## config.mk

```make
export PLATFORM = sky130hd
export DESIGN_NAME = ueb_ctrl
export DESIGN_NICKNAME = d
export VERILOG_FILES = /design/src/hw/ueb_pkg.sv /design/src/hw/ueb_ctrl.sv /design/src/hw/ueb_dbuf.sv
export VERILOG_INCLUDE_DIRS = /design/src /design/src/hw
export SDC_FILE = /design/constraint.sdc
export NUM_CORES = 2
export LEC_CHECK = 0
export ABC_CLOCK_PERIOD_IN_PS = 3400
export BUFFER_PORTS_ARGS = -buffer_cell sky130_fd_sc_hd__buf_2
export CORE_ASPECT_RATIO = 1.1
export CORE_MARGIN = 4
export CORE_UTILIZATION = 45
export CTS_CLUSTER_SIZE = 28
export DETAILED_ROUTE_END_ITERATION = 8
export PLACE_DENSITY_LB_ADDON = 0.3
export SYNTH_ARGS = -nofsm -noshare
export SYNTH_HDL_FRONTEND = slang
export SYNTH_SLANG_ARGS = --single-unit
export TNS_END_PERCENT = 100
```

## constraint.sdc

```tcl
create_clock -name ref_clk_i -period 3.4 [get_ports ref_clk_i]
set_input_delay 0.17 -clock ref_clk_i [delete_from_list [all_inputs] [get_ports ref_clk_i]]
set_output_delay 0.17 -clock ref_clk_i [all_outputs]
set_load 0.01 [all_outputs]
```

## src/hw/ueb_consts.svh

```systemverilog
// Register addresses, field positions and sizes for the endpoint buffer block
`ifndef UEB_CONSTS_SVH
`define UEB_CONSTS_SVH
`define UEB_R_EP0BUF 5'h00
`define UEB_R_EP1BUF 5'h01
`define UEB_R_CTRL_EP_BYTE_COUNT 5'h05
`define UEB_R_EP1BC 5'h06
`define UEB_R_TOGDIS 5'h0A
`define UEB_R_EPIRQ 5'h0B
`define UEB_R_USBCTL 5'h0F
`define UEB_R_PIN_CONTROL_REG 5'h11
`define UEB_R_FIRST_CTL 5'h05
`define UEB_R_LAST 5'h14
`define UEB_B_CTG_LO 2
`define UEB_B_CTG_HI 4
`define UEB_B_DIS1 5
`define UEB_B_IRQ_OUT0 1
`define UEB_B_IRQ_OUT1 2
`define UEB_B_CONNECT 3
`define UEB_B_CHIPRES 5
`define UEB_B_NAK0 5
`define UEB_BUF_BYTES 7'h40
`define UEB_PTR_STEP 7'h01
`define UEB_EP_CTRL 2'h0
`define UEB_EP_BULK 2'h1
`define UEB_EP_IN2 2'h2
`define UEB_EP_IN3 2'h3
`define UEB_BYTE_ZERO 8'h00
`endif

```

## src/hw/ueb_pkg.sv

```systemverilog
// Types shared by the endpoint buffer control block
package ueb_pkg;
  typedef enum logic [1:0] {UEB_HS_ACK, UEB_HS_NAK, UEB_HS_DATA} ueb_hs_code_t;
  typedef enum logic [2:0] {UEB_IDLE, UEB_RX_CTRL, UEB_RX_BULK, UEB_RX_DROP, UEB_TX_CTRL} ueb_phase_t;
  typedef struct packed {
    logic start;
    logic wr;
    logic [4:0] addr;
    logic byte_stb;
    logic [7:0] wdata;
  } ueb_cpu_req_t;
  typedef struct packed {
    logic tok_out;
    logic tok_in;
    logic [1:0] ep;
    logic rx_stb;
    logic [7:0] rx_data;
    logic pkt_ok;
    logic pkt_err;
    logic tx_stb;
    logic host_ack;
  } ueb_sie_t;
  typedef struct packed {
    logic valid;
    ueb_hs_code_t code;
  } ueb_hs_t;
  typedef struct packed {
    ueb_phase_t phase;
    logic [4:0] addr;
    logic wr;
    logic [7:0] rdata;
    logic [63:0][7:0] ep0_mem;
    logic [6:0] ep0_bc;
    logic [6:0] ep0_uptr;
    logic [6:0] ep0_cptr;
    logic ep0_armed;
    logic ep0_dav;
    logic nak0;
    logic [2:0] ctg;
    logic dis1;
    logic [2:0] tog;
    logic connect;
    logic chipres;
    ueb_hs_t hs;
    logic [7:0] tx_data;
  } ueb_state_t;
  typedef struct packed {
    logic [1:0][63:0][7:0] mem;
    logic [1:0][6:0] cnt;
    logic [1:0] full;
    logic fill;
    logic drain;
    logic [6:0] wptr;
    logic [6:0] rptr;
  } ueb_dbuf_t;
endpackage
```

## src/hw/ueb_ctrl.sv

```systemverilog
// Endpoint buffers, byte counts and data toggles behind the register port
`timescale 1ns/1ps
`include "ueb_consts.svh"
// Operation
// (RULE1) Attach pull-up bit cleared only by power-on reset, kept over chip reset.
// (RULE2) Writing one to bit 2 sets endpoint 1 OUT toggle to DATA0; self-clears.
// (RULE3) Writing one to bit 3 sets endpoint 2 IN toggle to DATA0; self-clears.
// (RULE4) Writing one to bit 4 sets endpoint 3 IN toggle to DATA0; self-clears.
// (RULE5) Chip reset or USB bus reset returns every toggle to DATA0.
// (RULE6) Firmware clears toggles on Set_Configuration or halt Clear_Feature.
// (RULE7) Byte count write after filling arms endpoint 0 IN for data.
// (RULE8) Good endpoint 0 OUT: ACK, load count, set data-available flag.
// (RULE9) Byte counts use bits 6..0; bit 7 ignores writes, reads zero.
// (RULE10) Endpoint 0 has one 64-byte buffer shared by IN and OUT.
// (RULE11) CPU loads whole 0..64 byte packet before writing the count.
// (RULE12) Faulty packets change no flag, count or register; host retries.
// (RULE13) Endpoint 0 IN NAK sets flag bit 5; write one clears it.
// (RULE14) Endpoint 1 OUT disable bit makes engine ignore that endpoint.
// (RULE15) Endpoint 0 can never be disabled.
// (RULE16) Good endpoint 1 OUT: ACK, store count, raise data-available.
// (RULE17) Endpoint 1 OUT has two 64-byte buffers with own counts.
// (RULE18) First packet into empty banks lifts the single data-available flag.
// (RULE19) One bank busy: second OUT packet goes to free bank, ACKed.
// (RULE20) Both banks busy: further OUT packet gets NAK, nothing stored.
// (RULE21) CPU reads endpoint 1 count, then exactly that many bytes.
// (RULE22) Buffers zeroed by power-on and chip reset; power-down blocks access.
// (RULE23) Buffer ports keep their address; control registers auto-increment.
// (RULE24) Toggle-clear bit reads zero within a cycle of the toggle reset.
module ueb_ctrl import ueb_pkg::*; (
  input wire logic ref_clk_i, // 20 MHz device clock
  input wire logic nrst_i, // Power-on reset, active low
  input wire logic external_reset_pin_n_i, // Chip reset pin, active low
  input wire logic usb_bus_reset_i, // USB bus reset seen by engine
  input wire logic power_down_i, // Power-down state
  input wire ueb_cpu_req_t cpu_i, // Register port request
  output logic [7:0] cpu_rdata_o, // Register read byte
  input wire ueb_sie_t sie_i, // Packet events from engine
  output ueb_hs_t hs_o, // Handshake to send
  output logic [7:0] tx_data_o, // Endpoint 0 IN byte
  output logic [6:0] tx_len_o, // Endpoint 0 IN length
  output logic [2:0] data_toggle_o, // Toggles of ep1 out, ep2, ep3
  output logic bulk_out_data_avail_o, // Endpoint 1 data waiting
  output logic connect_o // Bus-attach pull-up enable
);
  ueb_state_t r_reg, r_next;
  logic chip_rst;
  logic quiet;
  logic bulk_full, bulk_avail;
  logic [6:0] bulk_cnt;
  logic [7:0] bulk_byte;
  logic cpu_rd, cpu_wr;
  logic bulk_start, bulk_wr, bulk_commit, bulk_pop, bulk_release;

  // Pointer step that stops at the buffer end
  function automatic logic [6:0] ptr_inc(input logic [6:0] p);
    ptr_inc = (p < `UEB_BUF_BYTES) ? 7'(p + `UEB_PTR_STEP) : p;
  endfunction

  // Buffer and count registers are blocked in power-down
  function automatic logic blocked(input logic [4:0] a, input logic pd);
    blocked = pd && (a == `UEB_R_EP0BUF || a == `UEB_R_EP1BUF ||
                     a == `UEB_R_CTRL_EP_BYTE_COUNT || a == `UEB_R_EP1BC);
  endfunction

  assign chip_rst = !external_reset_pin_n_i || r_reg.chipres;
  assign quiet = !chip_rst && !usb_bus_reset_i;
  assign cpu_rd = cpu_i.byte_stb && !cpu_i.start && !r_reg.wr && !blocked(r_reg.addr, power_down_i);
  assign cpu_wr = cpu_i.byte_stb && !cpu_i.start && r_reg.wr && !blocked(r_reg.addr, power_down_i);

  // Strobes to the bulk OUT banks
  assign bulk_start = r_reg.phase == UEB_IDLE && sie_i.tok_out && sie_i.ep == `UEB_EP_BULK &&
                      !r_reg.dis1 && !bulk_full;
  assign bulk_wr = r_reg.phase == UEB_RX_BULK && sie_i.rx_stb;
  assign bulk_commit = r_reg.phase == UEB_RX_BULK && sie_i.pkt_ok && !sie_i.pkt_err; // [RULE16]
  assign bulk_pop = cpu_rd && r_reg.addr == `UEB_R_EP1BUF;
  assign bulk_release = cpu_wr && r_reg.addr == `UEB_R_EPIRQ && cpu_i.wdata[`UEB_B_IRQ_OUT1];

  ueb_dbuf u_dbuf (
    .ref_clk_i(ref_clk_i),
    .nrst_i(nrst_i),
    .clr_i(chip_rst),
    .bus_rst_i(usb_bus_reset_i),
    .start_i(bulk_start),
    .wr_i(bulk_wr),
    .wdata_i(sie_i.rx_data),
    .commit_i(bulk_commit),
    .pop_i(bulk_pop),
    .release_i(bulk_release),
    .full_o(bulk_full),
    .avail_o(bulk_avail),
    .count_o(bulk_cnt),
    .rdata_o(bulk_byte)
  );

  // Output drive
  assign cpu_rdata_o = r_reg.rdata;
  assign hs_o = r_reg.hs;
  assign tx_data_o = r_reg.tx_data;
  assign tx_len_o = r_reg.ep0_bc;
  assign data_toggle_o = r_reg.tog;
  assign bulk_out_data_avail_o = bulk_avail;
  assign connect_o = r_reg.connect;

  // Read value of a control register
  function automatic logic [7:0] ctl_read(input ueb_state_t s, input logic [6:0] bc1,
                                          input logic av1, input logic [4:0] a);
    logic [7:0] v;
    v = `UEB_BYTE_ZERO;
    case (a)
      `UEB_R_CTRL_EP_BYTE_COUNT: v = {1'b0, s.ep0_bc}; // [RULE9]
      `UEB_R_EP1BC: v = {1'b0, bc1}; // [RULE9]
      `UEB_R_TOGDIS: begin
        v[`UEB_B_CTG_HI:`UEB_B_CTG_LO] = s.ctg;
        v[`UEB_B_DIS1] = s.dis1;
      end
      `UEB_R_EPIRQ: begin
        v[`UEB_B_IRQ_OUT0] = s.ep0_dav;
        v[`UEB_B_IRQ_OUT1] = av1;
      end
      `UEB_R_USBCTL: begin
        v[`UEB_B_CONNECT] = s.connect;
        v[`UEB_B_CHIPRES] = s.chipres;
      end
      `UEB_R_PIN_CONTROL_REG: v[`UEB_B_NAK0] = s.nak0;
      default: v = `UEB_BYTE_ZERO;
    endcase
    ctl_read = v;
  endfunction

  // Next state: register port, then USB traffic, then resets
  always_comb begin
    r_next = r_reg;
    r_next.hs.valid = 1'b0;
    r_next.ctg = 3'b000; // Pending clears are served this cycle
    // Register port
    if (cpu_i.start) begin
      r_next.addr = cpu_i.addr;
      r_next.wr = cpu_i.wr;
    end else if (cpu_i.byte_stb) begin
      if (r_reg.addr >= `UEB_R_FIRST_CTL && r_reg.addr < `UEB_R_LAST) begin
        r_next.addr = 5'(r_reg.addr + 5'h01); // [RULE23]
      end
      if (cpu_rd) begin
        case (r_reg.addr)
          `UEB_R_EP0BUF: begin
            r_next.rdata = r_reg.ep0_mem[r_reg.ep0_cptr[5:0]]; // [RULE23]
            r_next.ep0_cptr = ptr_inc(r_reg.ep0_cptr);
          end
          `UEB_R_EP1BUF: r_next.rdata = bulk_byte; // [RULE23]
          default: r_next.rdata = ctl_read(r_reg, bulk_cnt, bulk_avail, r_reg.addr);
        endcase
      end else if (!r_reg.wr) begin
        r_next.rdata = `UEB_BYTE_ZERO; // [RULE22]
      end
      if (cpu_wr) begin
        case (r_reg.addr)
          `UEB_R_EP0BUF: begin
            if (r_reg.ep0_cptr < `UEB_BUF_BYTES) begin
              r_next.ep0_mem[r_reg.ep0_cptr[5:0]] = cpu_i.wdata; // [RULE10]
            end
            r_next.ep0_cptr = ptr_inc(r_reg.ep0_cptr);
          end
          `UEB_R_CTRL_EP_BYTE_COUNT: begin
            r_next.ep0_bc = cpu_i.wdata[6:0]; // [RULE9]
            r_next.ep0_armed = 1'b1; // [RULE7]
            r_next.ep0_cptr = 7'h00;
          end
          `UEB_R_TOGDIS: begin
            r_next.ctg = cpu_i.wdata[`UEB_B_CTG_HI:`UEB_B_CTG_LO]; // [RULE2] [RULE3] [RULE4]
            r_next.dis1 = cpu_i.wdata[`UEB_B_DIS1]; // [RULE14]
          end
          `UEB_R_EPIRQ: begin
            if (cpu_i.wdata[`UEB_B_IRQ_OUT0]) begin
              r_next.ep0_dav = 1'b0;
            end
          end
          `UEB_R_USBCTL: begin
            r_next.connect = cpu_i.wdata[`UEB_B_CONNECT];
            r_next.chipres = cpu_i.wdata[`UEB_B_CHIPRES];
          end
          `UEB_R_PIN_CONTROL_REG: begin
            if (cpu_i.wdata[`UEB_B_NAK0]) begin
              r_next.nak0 = 1'b0;
            end
          end
          default: r_next.rdata = r_reg.rdata;
        endcase
      end
    end
    // USB transaction sequencing
    case (r_reg.phase)
      UEB_IDLE: begin
        if (sie_i.tok_out && sie_i.ep == `UEB_EP_CTRL) begin
          r_next.phase = UEB_RX_CTRL; // [RULE15]
          r_next.ep0_uptr = 7'h00;
        end else if (sie_i.tok_out && sie_i.ep == `UEB_EP_BULK && !r_reg.dis1) begin
          r_next.phase = bulk_full ? UEB_RX_DROP : UEB_RX_BULK; // [RULE20]
        end else if (sie_i.tok_in && sie_i.ep == `UEB_EP_CTRL) begin
          r_next.hs.valid = 1'b1;
          if (r_reg.ep0_armed) begin
            r_next.hs.code = UEB_HS_DATA; // [RULE7]
            r_next.phase = UEB_TX_CTRL;
            r_next.ep0_uptr = 7'h00;
          end else begin
            r_next.hs.code = UEB_HS_NAK;
            r_next.nak0 = 1'b1; // [RULE13]
          end
        end else if (sie_i.host_ack && sie_i.ep == `UEB_EP_IN2) begin
          r_next.tog[1] = ~r_reg.tog[1];
        end else if (sie_i.host_ack && sie_i.ep == `UEB_EP_IN3) begin
          r_next.tog[2] = ~r_reg.tog[2];
        end
      end
      UEB_RX_CTRL: begin
        if (sie_i.rx_stb) begin
          if (r_reg.ep0_uptr < `UEB_BUF_BYTES) begin
            r_next.ep0_mem[r_reg.ep0_uptr[5:0]] = sie_i.rx_data; // [RULE10]
          end
          r_next.ep0_uptr = ptr_inc(r_reg.ep0_uptr);
        end
        if (sie_i.pkt_err) begin
          r_next.phase = UEB_IDLE; // [RULE12]
        end else if (sie_i.pkt_ok) begin
          r_next.phase = UEB_IDLE;
          r_next.ep0_bc = r_reg.ep0_uptr; // [RULE8]
          r_next.ep0_dav = 1'b1;
          r_next.ep0_cptr = 7'h00;
          r_next.hs.valid = 1'b1;
          r_next.hs.code = UEB_HS_ACK;
        end
      end
      UEB_RX_BULK: begin
        if (sie_i.pkt_err) begin
          r_next.phase = UEB_IDLE; // [RULE12]
        end else if (sie_i.pkt_ok) begin
          r_next.phase = UEB_IDLE;
          r_next.tog[0] = ~r_reg.tog[0];
          r_next.hs.valid = 1'b1; // [RULE16] [RULE19]
          r_next.hs.code = UEB_HS_ACK;
        end
      end
      UEB_RX_DROP: begin
        if (sie_i.pkt_err) begin
          r_next.phase = UEB_IDLE;
        end else if (sie_i.pkt_ok) begin
          r_next.phase = UEB_IDLE;
          r_next.hs.valid = 1'b1; // [RULE20]
          r_next.hs.code = UEB_HS_NAK;
        end
      end
      UEB_TX_CTRL: begin
        if (sie_i.tx_stb) begin
          r_next.tx_data = r_reg.ep0_mem[r_reg.ep0_uptr[5:0]];
          r_next.ep0_uptr = ptr_inc(r_reg.ep0_uptr);
        end
        if (sie_i.host_ack) begin
          r_next.ep0_armed = 1'b0;
          r_next.phase = UEB_IDLE;
        end else if (sie_i.pkt_err) begin
          r_next.phase = UEB_IDLE; // [RULE12]
        end
      end
      default: r_next.phase = UEB_IDLE;
    endcase
    // Served toggle clears win over toggle flips
    r_next.tog = r_next.tog & ~r_reg.ctg; // [RULE2] [RULE3] [RULE4] [RULE24]
    // USB bus reset keeps buffer contents
    if (usb_bus_reset_i) begin
      r_next.phase = UEB_IDLE;
      r_next.tog = 3'b000; // [RULE5]
      r_next.ctg = 3'b000;
      r_next.ep0_bc = 7'h00;
      r_next.ep0_armed = 1'b0;
      r_next.ep0_dav = 1'b0;
      r_next.nak0 = 1'b0;
      r_next.dis1 = 1'b0;
      r_next.hs.valid = 1'b0;
    end
    // Chip reset clears all but the attach and reset bits
    if (chip_rst) begin
      r_next = '0; // [RULE5] [RULE22]
      r_next.connect = r_reg.connect; // [RULE1]
      r_next.chipres = r_next.chipres | r_reg.chipres;
      if (cpu_wr && r_reg.addr == `UEB_R_USBCTL) begin
        r_next.connect = cpu_i.wdata[`UEB_B_CONNECT];
        r_next.chipres = cpu_i.wdata[`UEB_B_CHIPRES];
      end
    end
  end

  // State register; only power-on reset reaches the attach bit
  always_ff @(posedge ref_clk_i or negedge nrst_i) begin
    if (!nrst_i) begin
      r_reg <= '0; // [RULE1]
    end else begin
      r_reg <= r_next;
    end
  end

  connect_hold_a: assert property (@(posedge ref_clk_i) disable iff (!nrst_i) // [RULE1]
    (!external_reset_pin_n_i && !(cpu_wr && r_reg.addr == `UEB_R_USBCTL))
      |=> r_reg.connect == $past(r_reg.connect))
    else $error("attach bit changed by chip reset");
  tog1_clear_a: assert property (@(posedge ref_clk_i) disable iff (!nrst_i) // [RULE2]
    (cpu_wr && r_reg.addr == `UEB_R_TOGDIS && cpu_i.wdata[`UEB_B_CTG_LO] && quiet)
      |=> r_reg.ctg[0] ##1 !r_reg.tog[0])
    else $error("endpoint 1 toggle not cleared");
  tog2_clear_a: assert property (@(posedge ref_clk_i) disable iff (!nrst_i) // [RULE3]
    (r_reg.ctg[1]) |=> !r_reg.tog[1])
    else $error("endpoint 2 toggle not cleared");
  tog3_clear_a: assert property (@(posedge ref_clk_i) disable iff (!nrst_i) // [RULE4]
    (r_reg.ctg[2]) |=> !r_reg.tog[2])
    else $error("endpoint 3 toggle not cleared");
  ctg_selfclr_a: assert property (@(posedge ref_clk_i) disable iff (!nrst_i) // [RULE24]
    (r_reg.ctg != 3'b000 && !(cpu_wr && r_reg.addr == `UEB_R_TOGDIS)) |=> r_reg.ctg == 3'b000)
    else $error("toggle-clear bit did not self-clear");
  busrst_tog_a: assert property (@(posedge ref_clk_i) disable iff (!nrst_i) // [RULE5]
    (usb_bus_reset_i || chip_rst) |=> r_reg.tog == 3'b000)
    else $error("toggles not reset");
  ep0_arm_a: assert property (@(posedge ref_clk_i) disable iff (!nrst_i) // [RULE7]
    (r_reg.phase == UEB_IDLE && sie_i.tok_in && !sie_i.tok_out && sie_i.ep == `UEB_EP_CTRL &&
     r_reg.ep0_armed && quiet) |=> r_reg.hs.valid && r_reg.hs.code == UEB_HS_DATA)
    else $error("armed endpoint 0 did not send data");
  ep0_out_ok_a: assert property (@(posedge ref_clk_i) disable iff (!nrst_i) // [RULE8]
    (r_reg.phase == UEB_RX_CTRL && sie_i.pkt_ok && !sie_i.pkt_err && quiet)
      |=> r_reg.ep0_dav && r_reg.ep0_bc == $past(r_reg.ep0_uptr) && r_reg.hs.code == UEB_HS_ACK)
    else $error("endpoint 0 OUT completion wrong");
  bc_bit7_a: assert property (@(posedge ref_clk_i) disable iff (!nrst_i) // [RULE9]
    (cpu_rd && (r_reg.addr == `UEB_R_CTRL_EP_BYTE_COUNT || r_reg.addr == `UEB_R_EP1BC)) |=> !r_reg.rdata[7])
    else $error("byte count bit 7 not zero");
  err_silent_a: assert property (@(posedge ref_clk_i) disable iff (!nrst_i) // [RULE12]
    (r_reg.phase != UEB_IDLE && sie_i.pkt_err && !cpu_wr && quiet)
      |=> $stable(r_reg.ep0_bc) && $stable(r_reg.ep0_dav) && !r_reg.hs.valid)
    else $error("faulty packet changed state");
  nak_flag_a: assert property (@(posedge ref_clk_i) disable iff (!nrst_i) // [RULE13]
    (r_reg.phase == UEB_IDLE && sie_i.tok_in && !sie_i.tok_out && sie_i.ep == `UEB_EP_CTRL &&
     !r_reg.ep0_armed && quiet) |=> r_reg.nak0 && r_reg.hs.code == UEB_HS_NAK)
    else $error("endpoint 0 IN NAK not flagged");
  ep1_off_a: assert property (@(posedge ref_clk_i) disable iff (!nrst_i) // [RULE14]
    (r_reg.phase == UEB_IDLE && sie_i.tok_out && sie_i.ep == `UEB_EP_BULK && r_reg.dis1)
      |=> r_reg.phase == UEB_IDLE && !r_reg.hs.valid)
    else $error("disabled endpoint 1 responded");
  ep1_drop_a: assert property (@(posedge ref_clk_i) disable iff (!nrst_i) // [RULE20]
    (r_reg.phase == UEB_IDLE && sie_i.tok_out && sie_i.ep == `UEB_EP_BULK && !r_reg.dis1 &&
     bulk_full && quiet) |=> r_reg.phase == UEB_RX_DROP)
    else $error("full endpoint 1 did not drop packet");
endmodule

```

## src/hw/ueb_dbuf.sv

```systemverilog
// Two-bank receive buffer for the bulk OUT endpoint
`timescale 1ns/1ps
`include "ueb_consts.svh"
module ueb_dbuf import ueb_pkg::*; (
  input wire logic ref_clk_i, // Device clock
  input wire logic nrst_i, // Power-on reset, active low
  input wire logic clr_i, // Chip reset, zeroes data
  input wire logic bus_rst_i, // Bus reset, keeps data
  input wire logic start_i, // Packet accepted, restart fill
  input wire logic wr_i, // Received byte strobe
  input wire logic [7:0] wdata_i, // Received byte
  input wire logic commit_i, // Good packet end
  input wire logic pop_i, // CPU reads one byte
  input wire logic release_i, // CPU frees drained bank
  output logic full_o, // Both banks hold data
  output logic avail_o, // Data-available flag
  output logic [6:0] count_o, // Byte count of drain bank
  output logic [7:0] rdata_o // Byte at read pointer
);
  ueb_dbuf_t r_reg, r_next;

  // Outputs other than full_o look at the bank the CPU drains
  assign full_o = &r_reg.full;
  assign avail_o = r_reg.full[r_reg.drain];
  assign count_o = avail_o ? r_reg.cnt[r_reg.drain] : 7'h00;
  assign rdata_o = avail_o ? r_reg.mem[r_reg.drain][r_reg.rptr[5:0]] : `UEB_BYTE_ZERO;

  // Bank fill, commit and release
  always_comb begin
    r_next = r_reg;
    if (start_i) begin
      r_next.wptr = 7'h00;
    end
    if (wr_i && r_reg.wptr < `UEB_BUF_BYTES) begin
      r_next.mem[r_reg.fill][r_reg.wptr[5:0]] = wdata_i; // [RULE17]
      r_next.wptr = 7'(r_reg.wptr + `UEB_PTR_STEP);
    end
    if (pop_i && avail_o && r_reg.rptr < `UEB_BUF_BYTES) begin
      r_next.rptr = 7'(r_reg.rptr + `UEB_PTR_STEP);
    end
    if (release_i && avail_o) begin
      r_next.full[r_reg.drain] = 1'b0;
      r_next.drain = ~r_reg.drain;
      r_next.rptr = 7'h00;
    end
    // Commit after release so a new packet is never lost
    if (commit_i && !r_reg.full[r_reg.fill]) begin
      r_next.full[r_reg.fill] = 1'b1; // [RULE18] [RULE19]
      r_next.cnt[r_reg.fill] = r_reg.wptr;
      r_next.fill = ~r_reg.fill;
    end
    if (bus_rst_i) begin
      r_next.full = 2'b00;
      r_next.cnt = '0;
      r_next.fill = 1'b0;
      r_next.drain = 1'b0;
      r_next.wptr = 7'h00;
      r_next.rptr = 7'h00;
    end
    if (clr_i) begin
      r_next = '0; // [RULE22]
    end
  end

  // State register
  always_ff @(posedge ref_clk_i or negedge nrst_i) begin
    if (!nrst_i) begin
      r_reg <= '0;
    end else begin
      r_reg <= r_next;
    end
  end

  first_avail_a: assert property (@(posedge ref_clk_i) disable iff (!nrst_i) // [RULE18]
    (r_reg.full == 2'b00 && commit_i && !clr_i && !bus_rst_i) |=> avail_o && !full_o)
    else $error("first packet did not raise data-available");
  second_bank_a: assert property (@(posedge ref_clk_i) disable iff (!nrst_i) // [RULE19]
    ($onehot(r_reg.full) && commit_i && !release_i && !clr_i && !bus_rst_i) |=> full_o)
    else $error("second packet not stored in free bank");
endmodule

```

After elaboration in Yosys (flattened, before gate mapping)
Index checks and enable logic that the tools add are counted.
{"block": "classes", "n_shift": 0, "n_reduce_logical": 79, "n_eq_ne": 34, "div_mod_pow": 0, "n_mux": 145, "n_addsub": 5, "n_lt_le_gt_ge": 17, "bitwise_logic": 10, "multipliers": 0}
{"op": "two-way mux 512 bit", "n": 7}
{"op": "two-way mux 527 bit", "n": 3}
{"op": "two-way mux 1056 bit", "n": 1}
{"op": "bitwise mux 1024 bit", "n": 1}
{"op": "bitwise mux 512 bit", "n": 2}
{"op": "two-way mux 1024 bit", "n": 1}
{"op": "two-way mux 573 bit", "n": 1}
{"op": "two-way mux 519 bit", "n": 1}
{"op": "demux 512 bit (select 1 bit)", "n": 1}
{"op": "two-way mux 7 bit", "n": 25}
{"op": "binary-select mux 8 bit (select 6 bit)", "n": 3}
{"op": "demux 8 bit (select 6 bit)", "n": 3}
{"op": "two-way mux 8 bit", "n": 12}
{"op": "two-way mux 3 bit", "n": 16}
{"op": "two-way mux 14 bit", "n": 3}
{"op": "logical AND 1 bit", "n": 34}
{"op": "two-way mux 32 bit", "n": 1}
{"op": "two-way mux 1 bit", "n": 31}
{"op": "adder 7 x 1 -> 7 bit (second input constant)", "n": 4}
{"op": "< comparator 6 x 7 -> 1 bit (second input constant)", "n": 4}
{"op": "< comparator 7 bit (second input constant)", "n": 4}
{"op": "two-way mux 2 bit", "n": 11}
{"op": "inequality test 3 bit (second input constant)", "n": 7}
{"op": "one-hot mux 7 bit (3 select lines)", "n": 1}
{"op": "62 further kinds", "n": 113}
{"block": "word_totals", "ramBits": 0, "n_memories": 0, "reg_bits": 1629, "in_bits": 38, "romBits": 0, "elab_cells": 507, "latchBits": 0}

Longest topological paths before layout
{"block": "logic_depth", "word_depth": 19, "depth_mapped": 12, "mapped_depth_nobuf": 9}

By module
From an unflattened synthesis, not the netlist that was laid out.
{"block": "hier_totals", "cells_unflattened": 9914, "area_unflattened_um2": 91147.4}
{"module": "ueb_dbuf", "instances": 1, "area_each_um2": 52729.3, "seq_area_each_um2": 26425.3, "cells_per_inst": 5490}
{"module": "ueb_ctrl", "instances": 1, "area_each_um2": 38418.1, "seq_area_each_um2": 14338.8, "cells_per_inst": 4424}

Least setup slack after synthesis
No wires, ideal clock.
{"block": "synth_path", "path_type": "reg2reg", "start": "register r_reg[565] (netlist name)", "end": "register r_reg[414] (netlist name)", "stages_incl_launch_ff": 12, "setup_time_ps": 142, "synth_period_minus_slack_ps": 2851, "n_path_buf": 2, "arrival_time_ps": 2709, "slack_ps": 549, "t_required_ps": 3258, "cell_sequence": "dfrtp_1 -> inv_1 -> ha_1 -> mux2_4 -> o211ai_2 -> or4b_1 -> buf_2 -> or3_4 -> buf_12 -> nor2_8 -> mux2i_1 -> a211oi_1"}
{"element": "from (decl)", "line_no": "ueb_ctrl.sv:45", "rtl": "ueb_state_t r_reg, r_next;"}
{"element": "from (signal assigned)", "line_no": "ueb_ctrl.sv:296", "rtl": "r_reg <= r_next;"}

Worst setup path after layout
{"block": "layout_path", "start": "register r_reg[24] (netlist name)", "end": "register r_reg, in the netlist cpu_rdata_o[3]"}
{"block": "layout_via", "elab_chain_len": 9}
{"element": "binary-select mux 8 bit (select 6 bit) *", "line_no": "ueb_ctrl.sv:146", "rtl": "r_next.rdata = r_reg.ep0_mem[r_reg.ep0_cptr[5:0]];"}
{"element": "two-way mux 8 bit (not written as such) *", "line_no": "ueb_ctrl.sv:146"}
{"element": "one-hot mux 8 bit (2 select lines) *", "line_no": "ueb_ctrl.sv:144", "rtl": "case (r_reg.addr)"}
{"element": "two-way mux 8 bit *", "line_no": "ueb_ctrl.sv:143", "rtl": "if (cpu_rd) begin"}
{"element": "two-way mux 8 bit", "line_no": "ueb_ctrl.sv:156", "rtl": "case (r_reg.addr)"}
{"element": "two-way mux 527 bit *", "line_no": "ueb_ctrl.sv:155", "rtl": "if (cpu_wr) begin"}
{"element": "two-way mux 527 bit *", "line_no": "ueb_ctrl.sv:139", "rtl": "end else if (cpu_i.byte_stb) begin"}
{"element": "two-way mux 527 bit *", "line_no": "ueb_ctrl.sv:136", "rtl": "if (cpu_i.start) begin"}
{"element": "two-way mux 573 bit *", "line_no": "ueb_ctrl.sv:280", "rtl": "if (chip_rst) begin"}
Mark *: on every way between the ends. The rest lies on a longest branch, timed or not. The select of a mux whose other input is x is not followed.
A chain may end at the register's enable or synchronous reset.

==> metrics <==
R2R Path End=cpu_rdata_o[3]$_DFFE_PN0P_; placed cells=12,000; largest net degree at the start of global routing=169; die area=204,000 µm²; die width=431 µm; Post-route DRC=6; CP Capture Type=flop; Largest register FFs=1,056; vias in the first global route=80,700; Via density=6.77; Min Hold Slack=0.0515 ns; register area share after synthesis=46.0%; # rows=170; total leakage power=38.9 nW; Port Buffers=68; Setup crit end=cpu_rdata_o[3]$_DFFE_PN0P_; slack of the critical path=-0.0948 ns; first-pass GRT wire length=548,000 µm; crit start category=flop; Chip Height=473 µm; Starting Density=45.3%; Pwr Density=417 nW/µm²; Slew HR=17.2%; Async S/R FF share, synth=100%; Tcrit/Tclk final=103%; DPL Wire Length=235,000 µm; num ports=69; Synth cell types=85; wire per inst=29.8 µm; maximum VDD drop=0.498 mV; Initial DRT Pass Iterations=9; FF+latch count, synth=1,629; Global Route Usage Sum=35.3%; R2R setup slack=-0.09 ns; Syn. warnings=0; Worst Hold Class=input port to flop; fin crit period=3.49 ns; Cell Area, Synth=88,600 µm²; CP Launch Point=r_reg[24]$_DFF_PN0_; final setup violation count=2; fin cells=12,400; Mean Syn Cell Area=9.02 µm²; slew of the pin with the lowest slew margin=1.23 ns; CORE AREA=195,000 µm²; post-synthesis net count=9,876; FMAX=286 MHz; Routed WL=370,000 µm; CP Max Fanout=7; CTS tree=built; Clock Tree Root=clkbuf_16; Synth Instances=9,829; Skew-Pair Late Insertion Delay=0.86 ns; Worst Path Arrival=4.27 ns; antenna violations before repair=10; Max clock buf depth=3; H-tree Lvls=4; clk sink count=1,629; grt total ovfl=0; failing checks=DRC, setup timing; clock slew at reported path FFs=0.07 ns; Initial DRC Count=11,400; Synth-to-Final Area Change=13.7%; Max Slew Vio Count=0; Register-to-Register Path Depth=8; GPL Wtd Cong=1.03; Clock Skews=0.0538 ns; RSZ-0062 raised after global routing=no; via count=83,900; run status=finished with violations; worst r2r src=r_reg[24]$_DFF_PN0_; kind of critical path=flop to flop; DP Worst Slack=-0.138 ns; final hold violations=0; Critical Path RT=4.17 ns; max_cap viols=0; Most used DFF post-synth=dfrtp_1; ANT nets after route=0; CTS Buf Count=180; number of enable flip-flop cells after synthesis=0; final net count=9,714; layout cells sized above 1=14.2%
-- layout make-up --
class	instances	area [µm²]
Clock buffer	273	5300
Clock inverter	56	823
Sequential cell	1629	40800
Tap cell	2580	3230
Inverter	18	70.1
Fill cell	17600	94700
Multi-Input combinational cell	7150	43900
Timing Repair Buffer	688	6660
Antenna cell	10	25.0
-- synthesized netlist by cell type (all sizes together), types with 185 or more instances --
cell type,number,area (µm²)
nand2,1947,7310
dfrtp,1629,40800
a21oi,1053,5270
nand3,896,4490
clkbuf,847,3180
nor2,771,3010
a311oi,364,3190
mux2i,351,3510
o21ai,332,1660
mux4,250,5630
a22oi,195,1460
buf,185,996
-- per-layer routing --
layer | GRT usage [%] | share of wire (%)
met2 | 53.1 | 44
met1 | 45.5 | 37
met3 | 8.85 | 11
met4 | 23.1 | 7.7
met5 | 0 | 0.0024
-- what timing repair did --
item,CTS,global route
setup buffers,2,0
gates resized for setup,1,10
hold buffers,40,0
setup endpoints to repair,4,360
hold endpoints to repair,1612,0
-- placed cells by master (no fill, tap or decap), types with 88 or more instances in the layout --
cell / instances
a311oi_1: 364
clkbuf_16: 180
a211oi_1: 174
buf_4: 462
buf_12: 119
mux2i_1: 351
a22oi_1: 194
nand3_1: 894
dfrtp_1: 1622
mux4_2: 250
a21oi_1: 1053
nor2_1: 751
a221oi_1: 148
mux2_2: 124
o21ai_0: 329
nand2_1: 1947
a22o_1: 88
-- power breakdown --
| group | internal [mW] | switching, mW | total [mW] | leakage, nW |
|---|---|---|---|---|
| clock network | 11.6 | 8.86 | 20.4 | 2.99 |
| registers | 19.4 | 0.0188 | 19.4 | 22.8 |
| logic | 0.388 | 1.79 | 2.18 | 13.1 |
-- critical path, cell delays in order, from the launching register on --
cell,delay (ns)
dfrtp_4,0.55
nor2_2,0.63
buf_4,0.29
a221oi_1,0.09
o21ai_0,0.98
a311o_1,0.40
a2111oi_1,0.07
buf_4,0.21
o221ai_1,0.17
-- worst min-delay path by stage --
| stage | startpoint | to | slack (ns) | depth (start not counted) |
|---|---|---|---|---|
| 2_1_floorplan | nrst_i | connect_o$_DFFE_PN0P_ | -0.13 | 0 |
| 3_3_place_gp | nrst_i | u_dbuf.r_reg[1029]$_DFFE_PN0P_ | 0.14 | 1 |
| 3_5_place_dp | nrst_i | u_dbuf.r_reg[517]$_DFFE_PN0P_ | 0.15 | 1 |
| 4_1_cts | sie_i[12] | r_reg[31]$_DFFE_PN0P_ | 0.005 | 6 |
| 5_1_grt | sie_i[7] | r_reg[175]$_DFF_PN0_ | 0.05 | 3 |
| 6_report | cpu_i[8] | r_reg[28]$_DFF_PN0_ | 0.05 | 5 |
-- cell families after synthesis --
group / after synthesis / share of synthesized area [%]
xor gates and xnor gates: 13 / 0.128
adders and majority gates: 9 / 0.127
AOI/OAI and AO/OA: 2569 / 18.7
muxes: 726 / 11.9
buffers and inverters: 1050 / 4.79
DFF: 1629 / 46.0
and+or+nand+nor: 3833 / 18.3
-- through the flow --
step	util (%)	setup TNS, ns	area, µm²	power, mW
2_1_floorplan	-	0	88600	20.6
3_3_place_gp	48.2	-0.310	94100	21.8
3_5_place_dp	48.2	-0.191	94100	21.8
4_1_cts	51.5	0	101000	42.1
5_1_grt	51.5	0	101000	43.0
6_report	51.6	-0.118	101000	42.0
No activity file was read; power rests on OpenSTA's default activity.
